--- config.mk ---
export PLATFORM = sky130hd
export DESIGN_NAME = nicd_decoder
export DESIGN_NICKNAME = d
export VERILOG_FILES = /design/src/nicd_pkg.sv /design/src/nicd_pipe_queue.sv /design/src/nicd_decoder.sv
export SDC_FILE = /design/constraint.sdc
export NUM_CORES = 1
export LEC_CHECK = 0
export ABC_AREA = 1
export BUFFER_PORTS_ARGS = -buffer_cell sky130_fd_sc_hd__clkbuf_2
export CAP_MARGIN = 25
export CORE_UTILIZATION = 57
export DETAILED_ROUTE_END_ITERATION = 6
export PLACE_DENSITY = 0.8
export SLEW_MARGIN = 25
export SYNTH_ARGS = -nofsm -noshare
export SYNTH_HDL_FRONTEND = slang
export SYNTH_HIERARCHICAL = 1
export SYNTH_SLANG_ARGS = --single-unit
--- constraint.sdc ---
create_clock -name core_clk -period 4.8 [get_ports core_clk]
set_input_delay 0 -clock core_clk [delete_from_list [all_inputs] [get_ports core_clk]]
set_output_delay 0 -clock core_clk [all_outputs]
set_load 0.03 [all_outputs]
--- src/nicd_pkg.sv ---
// Package for the indexed command decoder: offsets, fields, opcodes, types
package nicd_pkg;
  // APB byte offsets
  localparam logic [7:0] NICD_OFF_CTRL = 8'h00;
  localparam logic [7:0] NICD_OFF_DATA = 8'h10;
  localparam logic [7:0] NICD_OFF_STAT = 8'h20;
  localparam logic [7:0] NICD_OFF_CFG = 8'h24;
  // Command word fields
  localparam int NICD_CLASS_HI = 27;
  localparam int NICD_CLASS_LO = 26;
  localparam int NICD_BUF_HI = 12;
  localparam int NICD_BUF_LO = 2;
  localparam int NICD_ADDR_HI = 23;
  localparam int NICD_RAW_TYPE_HI = 1;
  localparam int NICD_OPC_PP_LO = 8;
  // Defaults and reset values
  localparam int NICD_PAGES_PER_BLOCK = 64;
  localparam int NICD_PAGE_WORDS = 512;
  localparam int NICD_PIPE_DEPTH = 4;
  localparam logic [31:0] NICD_CMD_RST = 32'h0000_0000;
  localparam logic [1:0] NICD_AREA_RST = 2'h1;
  // Control-plane opcodes
  localparam logic [15:0] NICD_OP_ERASE = 16'h0001;
  localparam logic [15:0] NICD_OP_UNLK_S = 16'h0010;
  localparam logic [15:0] NICD_OP_UNLK_E = 16'h0011;
  localparam logic [15:0] NICD_OP_LOCK = 16'h0021;
  localparam logic [15:0] NICD_OP_LTIGHT = 16'h0031;
  localparam logic [15:0] NICD_OP_SPARE = 16'h0041;
  localparam logic [15:0] NICD_OP_DEFAULT = 16'h0042;
  localparam logic [15:0] NICD_OP_MAINSP = 16'h0043;
  localparam logic [15:0] NICD_OP_RMW_LD = 16'h0060;
  localparam logic [15:0] NICD_OP_RMW_DST = 16'h0061;
  localparam logic [15:0] NICD_OP_RMW_WR = 16'h0062;
  localparam logic [15:0] NICD_OP_CPY_SRC = 16'h1000;
  localparam logic [7:0] NICD_OP_CPY_DST = 8'h11;
  localparam logic [7:0] NICD_OP_PIPE_RD = 8'h20;
  localparam logic [7:0] NICD_OP_PIPE_WR = 8'h21;
  typedef enum logic [1:0] {
    NICD_BUFFER_ACCESS_CLASS,
    NICD_PAGE_TRANSFER_CLASS,
    NICD_CONTROL_PLANE_CLASS,
    NICD_RAW_CYCLE_CLASS
  } nicd_class_e;
  typedef enum logic [3:0] {
    NICD_FOP_NONE, NICD_FOP_ERASE, NICD_FOP_UNLOCK, NICD_FOP_LOCK, NICD_FOP_LOCK_TIGHT,
    NICD_FOP_PAGE_LOAD, NICD_FOP_PROGRAM, NICD_FOP_RMW_LOAD, NICD_FOP_RMW_WRITE,
    NICD_FOP_COPY, NICD_FOP_RAW_CMD, NICD_FOP_RAW_ADDR, NICD_FOP_RAW_WR, NICD_FOP_RAW_RD
  } nicd_fop_e;
  // Request to the flash sequencer
  typedef struct packed {
    logic valid;
    nicd_fop_e op;
    logic [23:0] addr;
    logic [23:0] addr2;
    logic [7:0] count;
    logic [31:0] data;
  } nicd_flash_req_s;
  // Pipelined request held in the queue
  typedef struct packed {
    logic write;
    logic [23:0] addr;
    logic [7:0] pages;
  } nicd_pipe_s;
endpackage : nicd_pkg

--- src/nicd_pipe_queue.sv ---
`timescale 1ns/1ps
// Small queue that holds outstanding pipelined page requests
module nicd_pipe_queue
  import nicd_pkg::*;
#(
  parameter int DEPTH = NICD_PIPE_DEPTH
) (
  // Clock and reset
  input wire logic core_clk,
  input wire logic rst_n,
  // Fill side
  input wire logic push_valid,
  output logic push_ready,
  input wire nicd_pkg::nicd_pipe_s push_data,
  // Drain side
  output logic pop_valid,
  input wire logic pop_ready,
  output nicd_pkg::nicd_pipe_s pop_data,
  output logic [$clog2(DEPTH+1)-1:0] level
);
  localparam int AW = (DEPTH > 1) ? $clog2(DEPTH) : 1;
  localparam int CW = $clog2(DEPTH + 1);
  initial begin
    if (DEPTH < 1) $error("DEPTH must be at least 1");
  end
  nicd_pipe_s mem_r [DEPTH];
  logic [AW-1:0] wp_r;
  logic [AW-1:0] rp_r;
  logic [$clog2(DEPTH+1)-1:0] cnt_r;
  wire do_push = push_valid && push_ready;
  wire do_pop = pop_valid && pop_ready;
  assign push_ready = (cnt_r != CW'(DEPTH));
  assign pop_valid = (cnt_r != '0);
  assign pop_data = mem_r[rp_r];
  assign level = cnt_r;
  always_ff @(posedge core_clk) begin
    if (do_push) mem_r[wp_r] <= push_data;
  end
  always_ff @(posedge core_clk) begin
    if (!rst_n) begin
      wp_r <= '0;
      rp_r <= '0;
      cnt_r <= '0;
    end else begin
      if (do_push) wp_r <= (wp_r == AW'(DEPTH - 1)) ? '0 : wp_r + 1'b1;
      if (do_pop) rp_r <= (rp_r == AW'(DEPTH - 1)) ? '0 : rp_r + 1'b1;
      cnt_r <= cnt_r + (do_push ? 1'b1 : 1'b0) - (do_pop ? 1'b1 : 1'b0);
    end
  end
endmodule : nicd_pipe_queue

--- src/nicd_decoder.sv ---
`timescale 1ns/1ps
// Indexed command decoder: APB slave, class decode, page tracking, opcode dispatch

module nicd_decoder
  import nicd_pkg::*;
#(
  parameter int PAGES_PER_BLOCK = NICD_PAGES_PER_BLOCK,
  parameter int PAGE_WORDS = NICD_PAGE_WORDS,
  parameter int PIPE_DEPTH = NICD_PIPE_DEPTH
) (
  // Clock and reset
  input wire logic core_clk,
  input wire logic rst_n,
  // APB slave
  input wire logic psel,
  input wire logic penable,
  input wire logic pwrite,
  input wire logic [7:0] paddr,
  input wire logic [31:0] pwdata,
  input wire logic [3:0] pstrb,
  output logic [31:0] prdata,
  output logic pready,
  output logic pslverr,
  // Flash sequencer request
  output nicd_pkg::nicd_flash_req_s flash_req,
  input wire logic flash_ready,
  input wire logic flash_done,
  input wire logic [31:0] flash_rdata,
  // Page buffer port, raw data, no correction path
  output logic buf_en,
  output logic buf_we,
  output logic [10:0] buf_addr,
  output logic [31:0] buf_wdata,
  input wire logic [31:0] buf_rdata,
  // Page stream to and from the flash sequencer
  output logic pg_valid,
  output logic pg_we,
  output logic [31:0] pg_wdata,
  input wire logic [31:0] pg_rdata,
  // Status
  output logic unsup_cmd,
  output logic [1:0] area_mode,
  output logic page_active
);
  localparam int M = $clog2(PAGES_PER_BLOCK);
  localparam int QW = $clog2(PIPE_DEPTH + 1);
  localparam int PW = $clog2(PAGE_WORDS + 1);
  initial begin
    if (PAGES_PER_BLOCK < 2 || M > 9) $error("pages per block out of range");
    if (PAGE_WORDS < 1 || PAGE_WORDS > 2048) $error("page size out of range");
    if (PIPE_DEPTH < 1) $error("pipe depth must be positive");
    if (PIPE_DEPTH > 15) $error("pipe depth exceeds status field");
  end

  typedef enum logic [2:0] {
    ST_IDLE, ST_LOAD_REQ, ST_LOAD_WAIT, ST_XFER, ST_PROG_REQ, ST_FLASH_WAIT
  } nicd_state_e;

  nicd_state_e state_r;
  nicd_state_e state_nxt;
  logic [31:0] cmd_r;
  logic dma_en_r;
  logic unsup_r;
  logic [1:0] area_r;
  logic [PW-1:0] words_r;
  logic page_write_r;
  logic [23:0] unlk_start_r;
  logic [23:0] cpy_src_r;
  logic [23:0] rmw_dst_r;
  logic [31:0] prdata_r;
  logic pend_r;
  logic [7:0] pipe_left_r;
  nicd_flash_req_s req_r;
  nicd_flash_req_s req_nxt;

  // Bus decode
  wire acc = psel && penable;
  wire hit_ctrl = (paddr == NICD_OFF_CTRL);
  wire hit_data = (paddr == NICD_OFF_DATA);
  wire hit_stat = (paddr == NICD_OFF_STAT);
  wire hit_cfg = (paddr == NICD_OFF_CFG);
  wire hit_any = hit_ctrl || hit_data || hit_stat || hit_cfg;

  // Command fields; reserved bits are simply never looked at
  wire [1:0] cls = cmd_r[NICD_CLASS_HI:NICD_CLASS_LO];
  wire [10:0] buf_word = cmd_r[NICD_BUF_HI:NICD_BUF_LO];
  wire [23:0] flash_addr = cmd_r[NICD_ADDR_HI:0];
  wire [M-1:0] page_no = cmd_r[M-1:0];
  wire [1:0] raw_type = cmd_r[NICD_RAW_TYPE_HI:0];
  wire is_buf = (cls == NICD_BUFFER_ACCESS_CLASS);
  wire is_page = (cls == NICD_PAGE_TRANSFER_CLASS);
  wire is_ctrl = (cls == NICD_CONTROL_PLANE_CLASS);
  wire is_raw = (cls == NICD_RAW_CYCLE_CLASS);

  // Control-plane word: low 16 bits only
  wire [15:0] opc = pwdata[15:0];
  wire [7:0] opc_hi = opc[15:NICD_OPC_PP_LO];
  wire [7:0] opc_pp = opc[7:0];
  wire [9:0] pipe_end = {1'b0, page_no} + {2'b0, opc_pp};
  wire crosses_block = (opc_pp == 8'h0) || (pipe_end > 10'(PAGES_PER_BLOCK));

  // Data window access qualifiers
  wire data_acc = acc && hit_data;
  wire page_busy = (state_r != ST_IDLE);
  wire page_xfer = data_acc && is_page && (state_r == ST_XFER || state_r == ST_IDLE);
  wire last_word = (words_r == PW'(PAGE_WORDS - 1));
  wire raw_data = is_raw && (raw_type == 2'h2);
  wire raw_wait = data_acc && is_raw && !dma_en_r;

  // Pipeline queue
  nicd_pipe_s q_in;
  nicd_pipe_s q_out;
  logic q_push;
  logic q_ready;
  logic q_valid;
  logic q_pop;
  logic [QW-1:0] q_level;
  // The request being drained counts as outstanding, so the limit covers it too
  wire [QW-1:0] pipe_out = q_level + QW'(pipe_left_r != 8'h0);
  wire pipe_full = (pipe_out == QW'(PIPE_DEPTH));
  assign q_in = '{write: (opc_hi == NICD_OP_PIPE_WR), addr: flash_addr, pages: opc_pp};
  wire is_pipe = (opc_hi == NICD_OP_PIPE_RD) || (opc_hi == NICD_OP_PIPE_WR);
  wire ctrl_wr = data_acc && pwrite && is_ctrl && pready;
  assign q_push = ctrl_wr && is_pipe && !crosses_block && q_ready && !pipe_full;
  assign q_pop = (state_r == ST_IDLE) && q_valid && (pipe_left_r == 8'h0) && !pend_r;

  nicd_pipe_queue #(.DEPTH(PIPE_DEPTH)) u_queue (
    .core_clk(core_clk),
    .rst_n(rst_n),
    .push_valid(q_push),
    .push_ready(q_ready),
    .push_data(q_in),
    .pop_valid(q_valid),
    .pop_ready(q_pop),
    .pop_data(q_out),
    .level(q_level)
  );

  // Control opcode dispatch
  // Copy-destination and pipeline opcodes share their low byte with a page count
  wire op_known = (opc == NICD_OP_ERASE) || (opc == NICD_OP_UNLK_S) ||
                  (opc == NICD_OP_UNLK_E) || (opc == NICD_OP_LOCK) ||
                  (opc == NICD_OP_LTIGHT) || (opc == NICD_OP_SPARE) ||
                  (opc == NICD_OP_DEFAULT) || (opc == NICD_OP_MAINSP) ||
                  (opc == NICD_OP_RMW_LD) || (opc == NICD_OP_RMW_DST) ||
                  (opc == NICD_OP_RMW_WR) || (opc == NICD_OP_CPY_SRC) ||
                  (opc_hi == NICD_OP_CPY_DST) || is_pipe;
  wire ctrl_bad = ctrl_wr && (!op_known ||
                  (is_pipe && (crosses_block || !q_ready || pipe_full)));
  wire page_bad = data_acc && is_page && dma_en_r;
  wire other_bad = data_acc && (is_buf || is_raw) && dma_en_r;
  wire unsup_set = ctrl_bad || page_bad || other_bad;

  // Sequencer request selection
  // A request stands until the sequencer takes it; software must pace new ones
  always_comb begin
    req_nxt = req_r;
    if (req_r.valid && flash_ready) req_nxt.valid = 1'b0;
    if (state_r == ST_LOAD_REQ && !req_r.valid) begin
      req_nxt = '{valid: 1'b1, op: NICD_FOP_PAGE_LOAD, addr: flash_addr, addr2: '0,
                  count: 8'h1, data: '0};
    end else if (state_r == ST_PROG_REQ && !req_r.valid) begin
      req_nxt = '{valid: 1'b1, op: NICD_FOP_PROGRAM, addr: flash_addr, addr2: '0,
                  count: 8'h1, data: '0};
    end else if (ctrl_wr && !ctrl_bad && !dma_en_r) begin
      req_nxt.addr = flash_addr;
      req_nxt.addr2 = '0;
      req_nxt.count = 8'h1;
      req_nxt.data = '0;
      req_nxt.valid = 1'b1;
      if (opc == NICD_OP_ERASE) req_nxt.op = NICD_FOP_ERASE;
      else if (opc == NICD_OP_UNLK_E) begin
        req_nxt.op = NICD_FOP_UNLOCK;
        req_nxt.addr = unlk_start_r;
        req_nxt.addr2 = flash_addr;
      end else if (opc == NICD_OP_LOCK) req_nxt.op = NICD_FOP_LOCK;
      else if (opc == NICD_OP_LTIGHT) req_nxt.op = NICD_FOP_LOCK_TIGHT;
      else if (opc == NICD_OP_RMW_LD) req_nxt.op = NICD_FOP_RMW_LOAD;
      else if (opc == NICD_OP_RMW_WR) begin
        req_nxt.op = NICD_FOP_RMW_WRITE;
        req_nxt.addr = rmw_dst_r;
      end else if (opc_hi == NICD_OP_CPY_DST) begin
        req_nxt.op = NICD_FOP_COPY;
        req_nxt.addr = cpy_src_r;
        req_nxt.addr2 = flash_addr;
        req_nxt.count = opc_pp;
      end else req_nxt.valid = 1'b0;
    end else if (raw_wait && pready && !raw_data && pwrite) begin
      req_nxt = '{valid: 1'b1, op: (raw_type == 2'h1) ? NICD_FOP_RAW_ADDR : NICD_FOP_RAW_CMD,
                  addr: '0, addr2: '0, count: 8'h1, data: pwdata};
    end else if (raw_wait && raw_data && !pend_r && !req_r.valid) begin
      req_nxt = '{valid: 1'b1, op: pwrite ? NICD_FOP_RAW_WR : NICD_FOP_RAW_RD,
                  addr: '0, addr2: '0, count: 8'h1, data: pwdata};
    end
  end

  // Page transfer state machine
  // A page read stalls the bus until the load is done; writes stream at once
  always_comb begin
    state_nxt = state_r;
    case (state_r)
      ST_IDLE: begin
        if (page_xfer && !dma_en_r) state_nxt = pwrite ? ST_XFER : ST_LOAD_REQ;
      end
      ST_LOAD_REQ: if (req_r.valid && flash_ready) state_nxt = ST_LOAD_WAIT;
      ST_LOAD_WAIT: if (flash_done) state_nxt = ST_XFER;
      ST_XFER: begin
        if (page_xfer && pready && last_word) begin
          state_nxt = page_write_r ? ST_PROG_REQ : ST_IDLE;
        end
      end
      ST_PROG_REQ: if (req_r.valid && flash_ready) state_nxt = ST_FLASH_WAIT;
      ST_FLASH_WAIT: if (flash_done) state_nxt = ST_IDLE;
      default: state_nxt = ST_IDLE;
    endcase
  end

  // Answer timing: page words wait for the load, raw data waits for the sequencer
  assign pready = !psel ? 1'b0 :
                  !(data_acc && !dma_en_r) ? 1'b1 :
                  is_page ? (state_r == ST_XFER) :
                  raw_data ? (pend_r && flash_done) : 1'b1;
  assign pslverr = acc && !hit_any;

  wire [31:0] stat_word = {16'h0, 4'(pipe_out), 8'h0, page_busy, area_r, unsup_r};
  wire [31:0] rd_mux = hit_ctrl ? cmd_r :
                       hit_stat ? stat_word :
                       hit_cfg ? {31'h0, dma_en_r} :
                       !hit_data ? 32'h0 :
                       is_buf ? buf_rdata :
                       is_page ? pg_rdata :
                       is_raw ? flash_rdata : 32'h0;
  // Page and raw read words arrive in the ready cycle, so they pass straight through
  assign prdata = (acc && !pwrite) ? rd_mux : prdata_r;

  // Buffer class goes straight to the buffer with no correction path
  assign buf_en = data_acc && is_buf && !dma_en_r;
  assign buf_we = pwrite;
  assign buf_addr = buf_word;
  assign buf_wdata = pwdata;
  // Full word regardless of pstrb
  assign pg_valid = page_xfer && !dma_en_r && (state_r == ST_XFER);
  assign pg_we = page_write_r;
  assign pg_wdata = pwdata;
  assign flash_req = req_r;
  assign unsup_cmd = unsup_r;
  assign area_mode = area_r;
  assign page_active = page_busy || (pipe_left_r != 8'h0);

  always_ff @(posedge core_clk) begin
    if (!rst_n) begin
      state_r <= ST_IDLE;
      req_r <= '0;
      prdata_r <= 32'h0;
    end else begin
      state_r <= state_nxt;
      req_r <= req_nxt;
      // Last read word stays on the bus between transfers
      if (acc && pready && !pwrite) prdata_r <= rd_mux;
    end
  end

  // Command word, configuration and status registers
  always_ff @(posedge core_clk) begin
    if (!rst_n) begin
      cmd_r <= NICD_CMD_RST;
      dma_en_r <= 1'b0;
      unsup_r <= 1'b0;
    end else begin
      if (acc && pwrite && hit_ctrl) cmd_r <= pwdata;
      if (acc && pwrite && hit_cfg && pstrb[0]) dma_en_r <= pwdata[0];
      // Set wins over a same-cycle write-one-to-clear
      if (unsup_set) unsup_r <= 1'b1;
      else if (acc && pwrite && hit_stat && pwdata[0]) unsup_r <= 1'b0;
    end
  end

  // Word count and latched control values
  always_ff @(posedge core_clk) begin
    if (!rst_n) begin
      words_r <= '0;
      page_write_r <= 1'b0;
      area_r <= NICD_AREA_RST;
      unlk_start_r <= '0;
      cpy_src_r <= '0;
      rmw_dst_r <= '0;
      pend_r <= 1'b0;
      pipe_left_r <= 8'h0;
    end else begin
      if (state_r == ST_IDLE && page_xfer) begin
        words_r <= '0;
        page_write_r <= pwrite;
      end else if (pg_valid && pready) begin
        words_r <= last_word ? '0 : words_r + 1'b1;
      end
      if (ctrl_wr && !ctrl_bad) begin
        if (opc == NICD_OP_UNLK_S) unlk_start_r <= flash_addr;
        if (opc == NICD_OP_CPY_SRC) cpy_src_r <= flash_addr;
        if (opc == NICD_OP_RMW_DST) rmw_dst_r <= flash_addr;
        if (opc == NICD_OP_SPARE) area_r <= 2'h0;
        if (opc == NICD_OP_DEFAULT) area_r <= 2'h1;
        if (opc == NICD_OP_MAINSP) area_r <= 2'h2;
      end
      if (req_r.valid && flash_ready && (req_r.op == NICD_FOP_RAW_RD ||
          req_r.op == NICD_FOP_RAW_WR)) pend_r <= 1'b1;
      else if (pend_r && flash_done) pend_r <= 1'b0;
      // Pipelined pages are consumed by whole-page transfers
      if (q_pop) pipe_left_r <= q_out.pages;
      else if (pipe_left_r != 8'h0 && page_xfer && pready && last_word) begin
        pipe_left_r <= pipe_left_r - 8'h1;
      end
    end
  end
endmodule : nicd_decoder

==> impl_metrics.yaml, run 1 <==
route:
  vias: 16300
  detail_route.wirelength_um: 53600
  drt-initial-drc-count: 1707
  drc: 12
  wire_per_inst_um: 19.3
  routed_via_density: 5.89
  ant_nets: 0
  detailedRoute.firstPassIterationCount: 7
global_route:
  grt_pass1_wl_um: 82500
  grtUsageTotal: 0.377
  antenna_found_initial: 2
  overflow: 0
  grt_max_degree: 105
  first_global_vias: 15200
finish:
  area_growth_pct: 19.2
  num-nets-final: 2584
  drive_gt1_frac: 0.205
sta:
  final.period_utilization: 0.869
  unrepaired_setup_endpoints_after_global_routing: "false"
  setup_viol: 0
  final.setup.tns_ps: 0
  finalHoldViolations: 1
  maxSlewHeadroom: 0.294
  clock_skew_ps: 11.7
  clock.fmax_mhz: 240
  layout_min_cycle_time_ps: 4170
  slew_worst_pin_ps: 1060
  whs_ps: -0.833
  timing.final.max_slew_violations: 0
logic_synthesis:
  post_synth_instance_area_um2: 15400
  synth.yosys.warnings: 6
  synthesis.area_per_instance_um2: 7.21
  synthesis.nets: 2301
  synth_cells: 2130
clocking:
  clock_insertion_delay_worst_skew_ps: 560
  cts_buffers: 31
  max-clock-path-buffers: 3
  cts.reportedPaths.clkPinSlew_ps: 60
  clock_root_buffer_master: "clkbuf_16"
  post_cts_resized: 0
  tritoncts_clock_tree: "built"
  clock_tree.htree_level_count: 1
  tritoncts_num_sinks: 297
pwr:
  share_clk_of_total_power: 0.407
  cellInternalPower_mw: 4.21
  power.density_nw_per_um2: 321
  comb_power_share: 0.155
  sequentialPowerShare: 0.438
  power_switching_mw: 1.67
  peak_supply_drop_uv: 236
  leakagePower_nw: 8.14
  power_switching_share: 0.284
floorplanning:
  floorplan.die_area_um2: 27600
  ioPinCount: 357
  die_w_um: 166
  floorplan_core_area_um2: 26300
  floorplan.initialDensity: 0.585
  core.rowCount: 59
  chipHeight_um: 166
flow_run:
  maxCapViolations: 0
worst_setup_path:
  setup.worst_path.end_class: "flip-flop"
  largest_driver_fanout_on_the_critical_path: 7
  critPathMostFrequentCell: "nand2_1"
  critical-path-slowest-cell: "nor4_1"
  cpPeakStageDelay_ps: 420
  critPathArrivalTime_ps: 4660
  critical-path-top-delay-family: "simple AND/OR/NAND/NOR gates"
  start_kind: "flip-flop"
  critical_path.cell_chain: "inv_1 > ha_1 > inv_1 > nor4_1 > inv_1 > ha_1 > ha_1 > xor2_1 > nand2_1 > nand2_1 > nor2_1 > nand2_1 > nor2_1 > nand2_1 > nor3_1 > nand2_2 > ha_1 > inv_1 > ha_1 > inv_1 > fa_1 > nand2_1 > nand2_1 > nor2_1"
  critPathRequiredTime_ps: 5290
  worstSetupPathType: "flip-flop to flip-flop"
  worst-path-buf-inv: 5
status:
  violations: "DRC, hold timing"
  result_of_the_run: "complete, but fails checks"
place:
  globalplace.congestion: 0.965
  buffer_ports.inserted: 353
  dp_hpwl_um: 37500
worst_hold_path:
  worst_hold_path_type: "input pin to flip-flop"
[through the flow]
step,util,instance area [µm²],cells,total power [mW],setup WS (ps)
after CTS,0.696,18300,2769,5.86,685
after global routing,0.697,18300,2772,6.06,302
final,0.697,18300,2772,5.88,629
after global placement,0.630,16600,2643,3.45,790
after detailed placement,0.632,16600,2645,3.48,703
after floorplan,-,15400,2130,3.19,1320
[power groups by stage]
stage	clock (mW)	sequential, mW	combinational (mW)
2_1_floorplan	0	2.66	0.536
3_3_place_gp	0	2.63	0.819
3_5_place_dp	0	2.63	0.846
4_1_cts	2.39	2.58	0.893
5_1_grt	2.50	2.58	0.974
6_report	2.39	2.58	0.913
[cells in the final DEF (no fill, tap or decap), drive strengths merged, types with 8 or more instances in the layout]
master / instances
a21oi: 226
a22oi: 8
a31oi: 8
buf: 33
clkbuf: 398
clkinv: 13
dfxtp: 265
dlygate4sd3: 70
edfxtp: 32
ha: 22
inv: 153
nand2: 389
nand3: 140
nand3b: 8
nand4: 22
nor2: 308
nor3: 16
o211ai: 12
o21ai: 208
o221ai: 19
o22ai: 42
[flip-flops by register name, summed over array words and instances, names as in the netlist, 2 cells and up, named ones only]
name           flops
state_r            3
pipe_left_r        8
cmd_r             32
u_queue/mem_r     32
u_queue/wp_r       2
u_queue/rp_r       2
prdata_r          32
u_queue/level      3
area_mode          2
rmw_dst_r         24
flash_req         93
unlk_start_r      24
cpy_src_r         24
words_r           10
[worst reg2reg max path, stage by stage, from the launching register on]
cell and delay, ps:
dfxtp_1 310, inv_1 110, ha_1 160, inv_1 40, nor4_1 420, inv_1 200
ha_1 230, ha_1 180, xor2_1 170, nand2_1 80, nand2_1 70, nor2_1 100
nand2_1 60, nor2_1 80, nand2_1 100, nor3_1 400, nand2_2 200, ha_1 330
inv_1 60, ha_1 130, inv_1 50, fa_1 400, nand2_1 80, nand2_1 50
nor2_1 110
[repair_timing]
action | 4_1_cts | 5_1_grt
setup buffers | 0 | 0
endpoints found under the hold margin | 130 | 4
hold buffers | 69 | 1
[path summary, 6_finish.rpt]
kind,endpoint,from,cells past startpoint,slack (ps)
setup / recovery,u_queue/level[2]$_SDFF_PN0_,pipe_left_r[0]$_SDFFE_PN0P_,24,630
hold / removal,prdata_r[17]$_SDFFE_PN0P_,buf_rdata[17],5,-0.8
setup reg to reg,u_queue/level[2]$_SDFF_PN0_,pipe_left_r[0]$_SDFFE_PN0P_,24,630
hold reg to reg,flash_req[3]$_SDFFE_PP0N_,flash_req[3]$_SDFFE_PP0N_,2,460
[metal layers]
layer | vias to the layer above | GRT usage | share of wire
li1 | 7607 | - | -
met5 | - | 0 | 0
met2 | 931 | 0.633 | 0.47
met4 | 0 | 0.213 | 0.058
met1 | 7589 | 0.470 | 0.39
met3 | 203 | 0.0460 | 0.079
[layout make-up]
| class | instances | area [µm²] |
|---|---|---|
| inverter | 160 | 603 |
| fill | 2225 | 7970 |
| sequential | 297 | 6270 |
| timing repair buffer | 455 | 2740 |
| clock inverter | 9 | 97.6 |
| clock buffer | 46 | 903 |
| antenna | 2 | 5.00 |
| multi-input combinational | 1468 | 7280 |
| tap | 335 | 419 |
No activity file was read; power rests on OpenSTA's default activity.
==> run 2, diff against run 1 <==
--- a/config.mk
+++ b/config.mk
@@ -8,6 +8,7 @@
 export ABC_AREA = 1
 export BUFFER_PORTS_ARGS = -buffer_cell sky130_fd_sc_hd__clkbuf_2
 export CAP_MARGIN = 25
+export CORE_ASPECT_RATIO = 1.75
 export CORE_UTILIZATION = 57
 export DETAILED_ROUTE_END_ITERATION = 6
 export PLACE_DENSITY = 0.8
==> impl_metrics.yaml, run 2 (synthesis results as in run 1) <==
status:
  result_of_the_run: "finished clean"
worst_setup_path:
  startpoint: "pipe_left_r[0]$_SDFFE_PN0P_"
  critical_path_depth: 24
  critical_path.reg2reg.endpoint: "u_queue/level[2]$_SDFF_PN0_"
  largest_driver_fanout_on_the_critical_path: 7
  critical_path.cell_chain: "inv_1 > ha_1 > inv_1 > nor4_1 > inv_1 > ha_1 > ha_1 > xor2_1 > nand2_1 > nand2_1 > nor2_1 > nand2_1 > nor2_1 > nand2_1 > nor3_1 > nand2_2 > ha_1 > inv_1 > ha_1 > inv_1 > fa_1 > nand2_1 > nand2_1 > nor2_1"
  worstRegToRegCells: 24
  cpPeakStageDelay_ps: 430
  critPathCapture: "u_queue/level[2]$_SDFF_PN0_"
  start_kind: "flip-flop"
  critPathRequiredTime_ps: 5300
  regToRegSetupSlack_ps: 920
  r2r_start: "pipe_left_r[0]$_SDFFE_PN0P_"
  setup.worst_path.end_class: "flip-flop"
  critical-path-slowest-cell: "nor4_1"
  critical-path-top-delay-family: "simple AND/OR/NAND/NOR gates"
  worstSetupPathType: "flip-flop to flip-flop"
  critPathArrivalTime_ps: 4380
  worst-path-buf-inv: 5
  critPathMostFrequentCell: "nand2_1"
finish:
  top_library_cells_by_usage_in_the_layout_fill_and_taps_aside: "nand2_1 (378), clkbuf_2 (352), nor2_1 (283), dfxtp_1 (265), a21oi_1 (224)"
  antenna_cells_inserted: 0
  drive_gt1_frac: 0.203
  final_cells: 2740
  nFillCells: 2293
  layout_commonest_cell: "nand2_1"
  max_reg_flops: 93
  layout.core_utilization: 0.684
  area_growth_pct: 17.9
  num-nets-final: 2567
route:
  drc: 0
  detailedRoute.firstPassIterationCount: 6
  vias: 16100
  drt-initial-drc-count: 1456
  detail_route.wirelength_um: 55100
  wire_per_inst_um: 20.1
  routed_via_density: 5.88
  ant_nets: 0
sta:
  setup_viol: 0
  unrepaired_setup_endpoints_after_global_routing: "false"
  layout_min_cycle_time_ps: 3880
  clock.fmax_mhz: 258
  final.period_utilization: 0.808
  fin_ws_ps: 921
  timing.final.max_slew_violations: 0
  maxSlewHeadroom: 0.315
  slew_worst_pin_ps: 1030
  clock_skew_ps: 23.1
  finalHoldViolations: 0
  final.setup.tns_ps: 0
global_route:
  grtUsageTotal: 0.387
  grt_pass1_wl_um: 82600
  overflow: 0
  antenna_found_initial: 1
  first_global_vias: 15000
  grt_max_degree: 89
place:
  dp_hpwl_um: 38900
  place_inst: 2622
  dp_worst_setup_slack_ps: 912
  buffer_ports.inserted: 353
  globalplace.congestion: 0.958
floorplanning:
  die_w_um: 126
  chipHeight_um: 219
  ioPinCount: 357
  floorplan_core_area_um2: 26500
  core.rowCount: 79
  floorplan.initialDensity: 0.580
  floorplan.die_area_um2: 27600
clocking:
  clock_tree.htree_level_count: 1
  cts_buffers: 27
  max-clock-path-buffers: 3
  tritoncts_clock_tree: "built"
  tritoncts_num_sinks: 297
  clock_root_buffer_master: "clkbuf_16"
  clock_insertion_delay_worst_skew_ps: 560
  post_cts_resized: 0
  cts.reportedPaths.clkPinSlew_ps: 70
worst_hold_path:
  worst_hold_path_type: "input pin to flip-flop"
pwr:
  peak_supply_drop_uv: 335
  power.density_nw_per_um2: 318
  leakagePower_nw: 8.05
flow_run:
  maxCapViolations: 0
## run 2: stage by stage
stage | hold WS (ps) | power, mW | area (µm²)
3_3_place_gp | 285 | 3.44 | 16500
3_5_place_dp | 295 | 3.45 | 16500
2_1_floorplan | 97.6 | 3.19 | 15400
5_1_grt | 21.7 | 5.92 | 18100
4_1_cts | 0.804 | 5.75 | 18100
6_report | 19.8 | 5.76 | 18100
## run 2: worst reg2reg max path, cell delays in order, from the launching register on
cell     delay (ps)
dfxtp_1         310
inv_1           100
ha_1            150
inv_1            30
nor4_1          430
inv_1           140
ha_1            210
ha_1            180
xor2_1          170
nand2_1          80
nand2_1          50
nor2_1           80
nand2_1          60
nor2_1           80
nand2_1         100
nor3_1          310
nand2_2         170
ha_1            320
inv_1            60
ha_1            120
inv_1            50
fa_1            410
nand2_1          90
nand2_1          50
nor2_1          100
## run 2: routing by layer
metal / wire, µm / part of all wire / vias up / GRT usage
li1: - / - / 7549 / -
met1: 19000 / 0.34 / 7439 / 0.420
met2: 26900 / 0.49 / 869 / 0.670
met3: 4140 / 0.075 / 257 / 0.0561
met4: 5060 / 0.092 / 2 / 0.318
met5: 13 / 0.00024 / - / 0
## run 2: layout make-up
| class | count | area, µm² | share of cell area |
|---|---|---|---|
| multi-input cells | 1468 | 7280 | 0.402 |
| flip-flops and latches | 297 | 6270 | 0.346 |
| repair buffers | 442 | 2620 | 0.144 |
| clock buffers | 37 | 826 | 0.0456 |
| inverters | 160 | 603 | 0.0333 |
| well taps | 324 | 405 | 0.0224 |
| clock inverters | 12 | 124 | 0.00684 |
## run 2: power by group
part,switching (mW),internal [mW],total [mW]
Clock,0.990,1.32,2.31
Combinational,0.639,0.235,0.873
Sequential,0.0338,2.54,2.58
## run 2: worst min path at each step
stage / startpoint / end / cells past startpoint
global route: buf_rdata[13] / prdata_r[13]$_SDFFE_PN0P_ / 5
detailed placement: pwdata[19] / pg_wdata[19] / 2
CTS: buf_rdata[24] / prdata_r[24]$_SDFFE_PN0P_ / 5
finish: buf_rdata[1] / prdata_r[1]$_SDFFE_PN0P_ / 5
floorplan: rst_n / u_queue/level[0]$_SDFF_PN0_ / 2
global placement: pwdata[19] / flash_req[19]$_SDFFE_PP0N_ / 3
## run 2: what timing repair did
item / in CTS / in global routing
endpoints found under the hold margin: 119 / 0
buffers inserted: 0 / 0
hold buffers: 68 / 0
endpoints found under the setup margin: 0 / 0
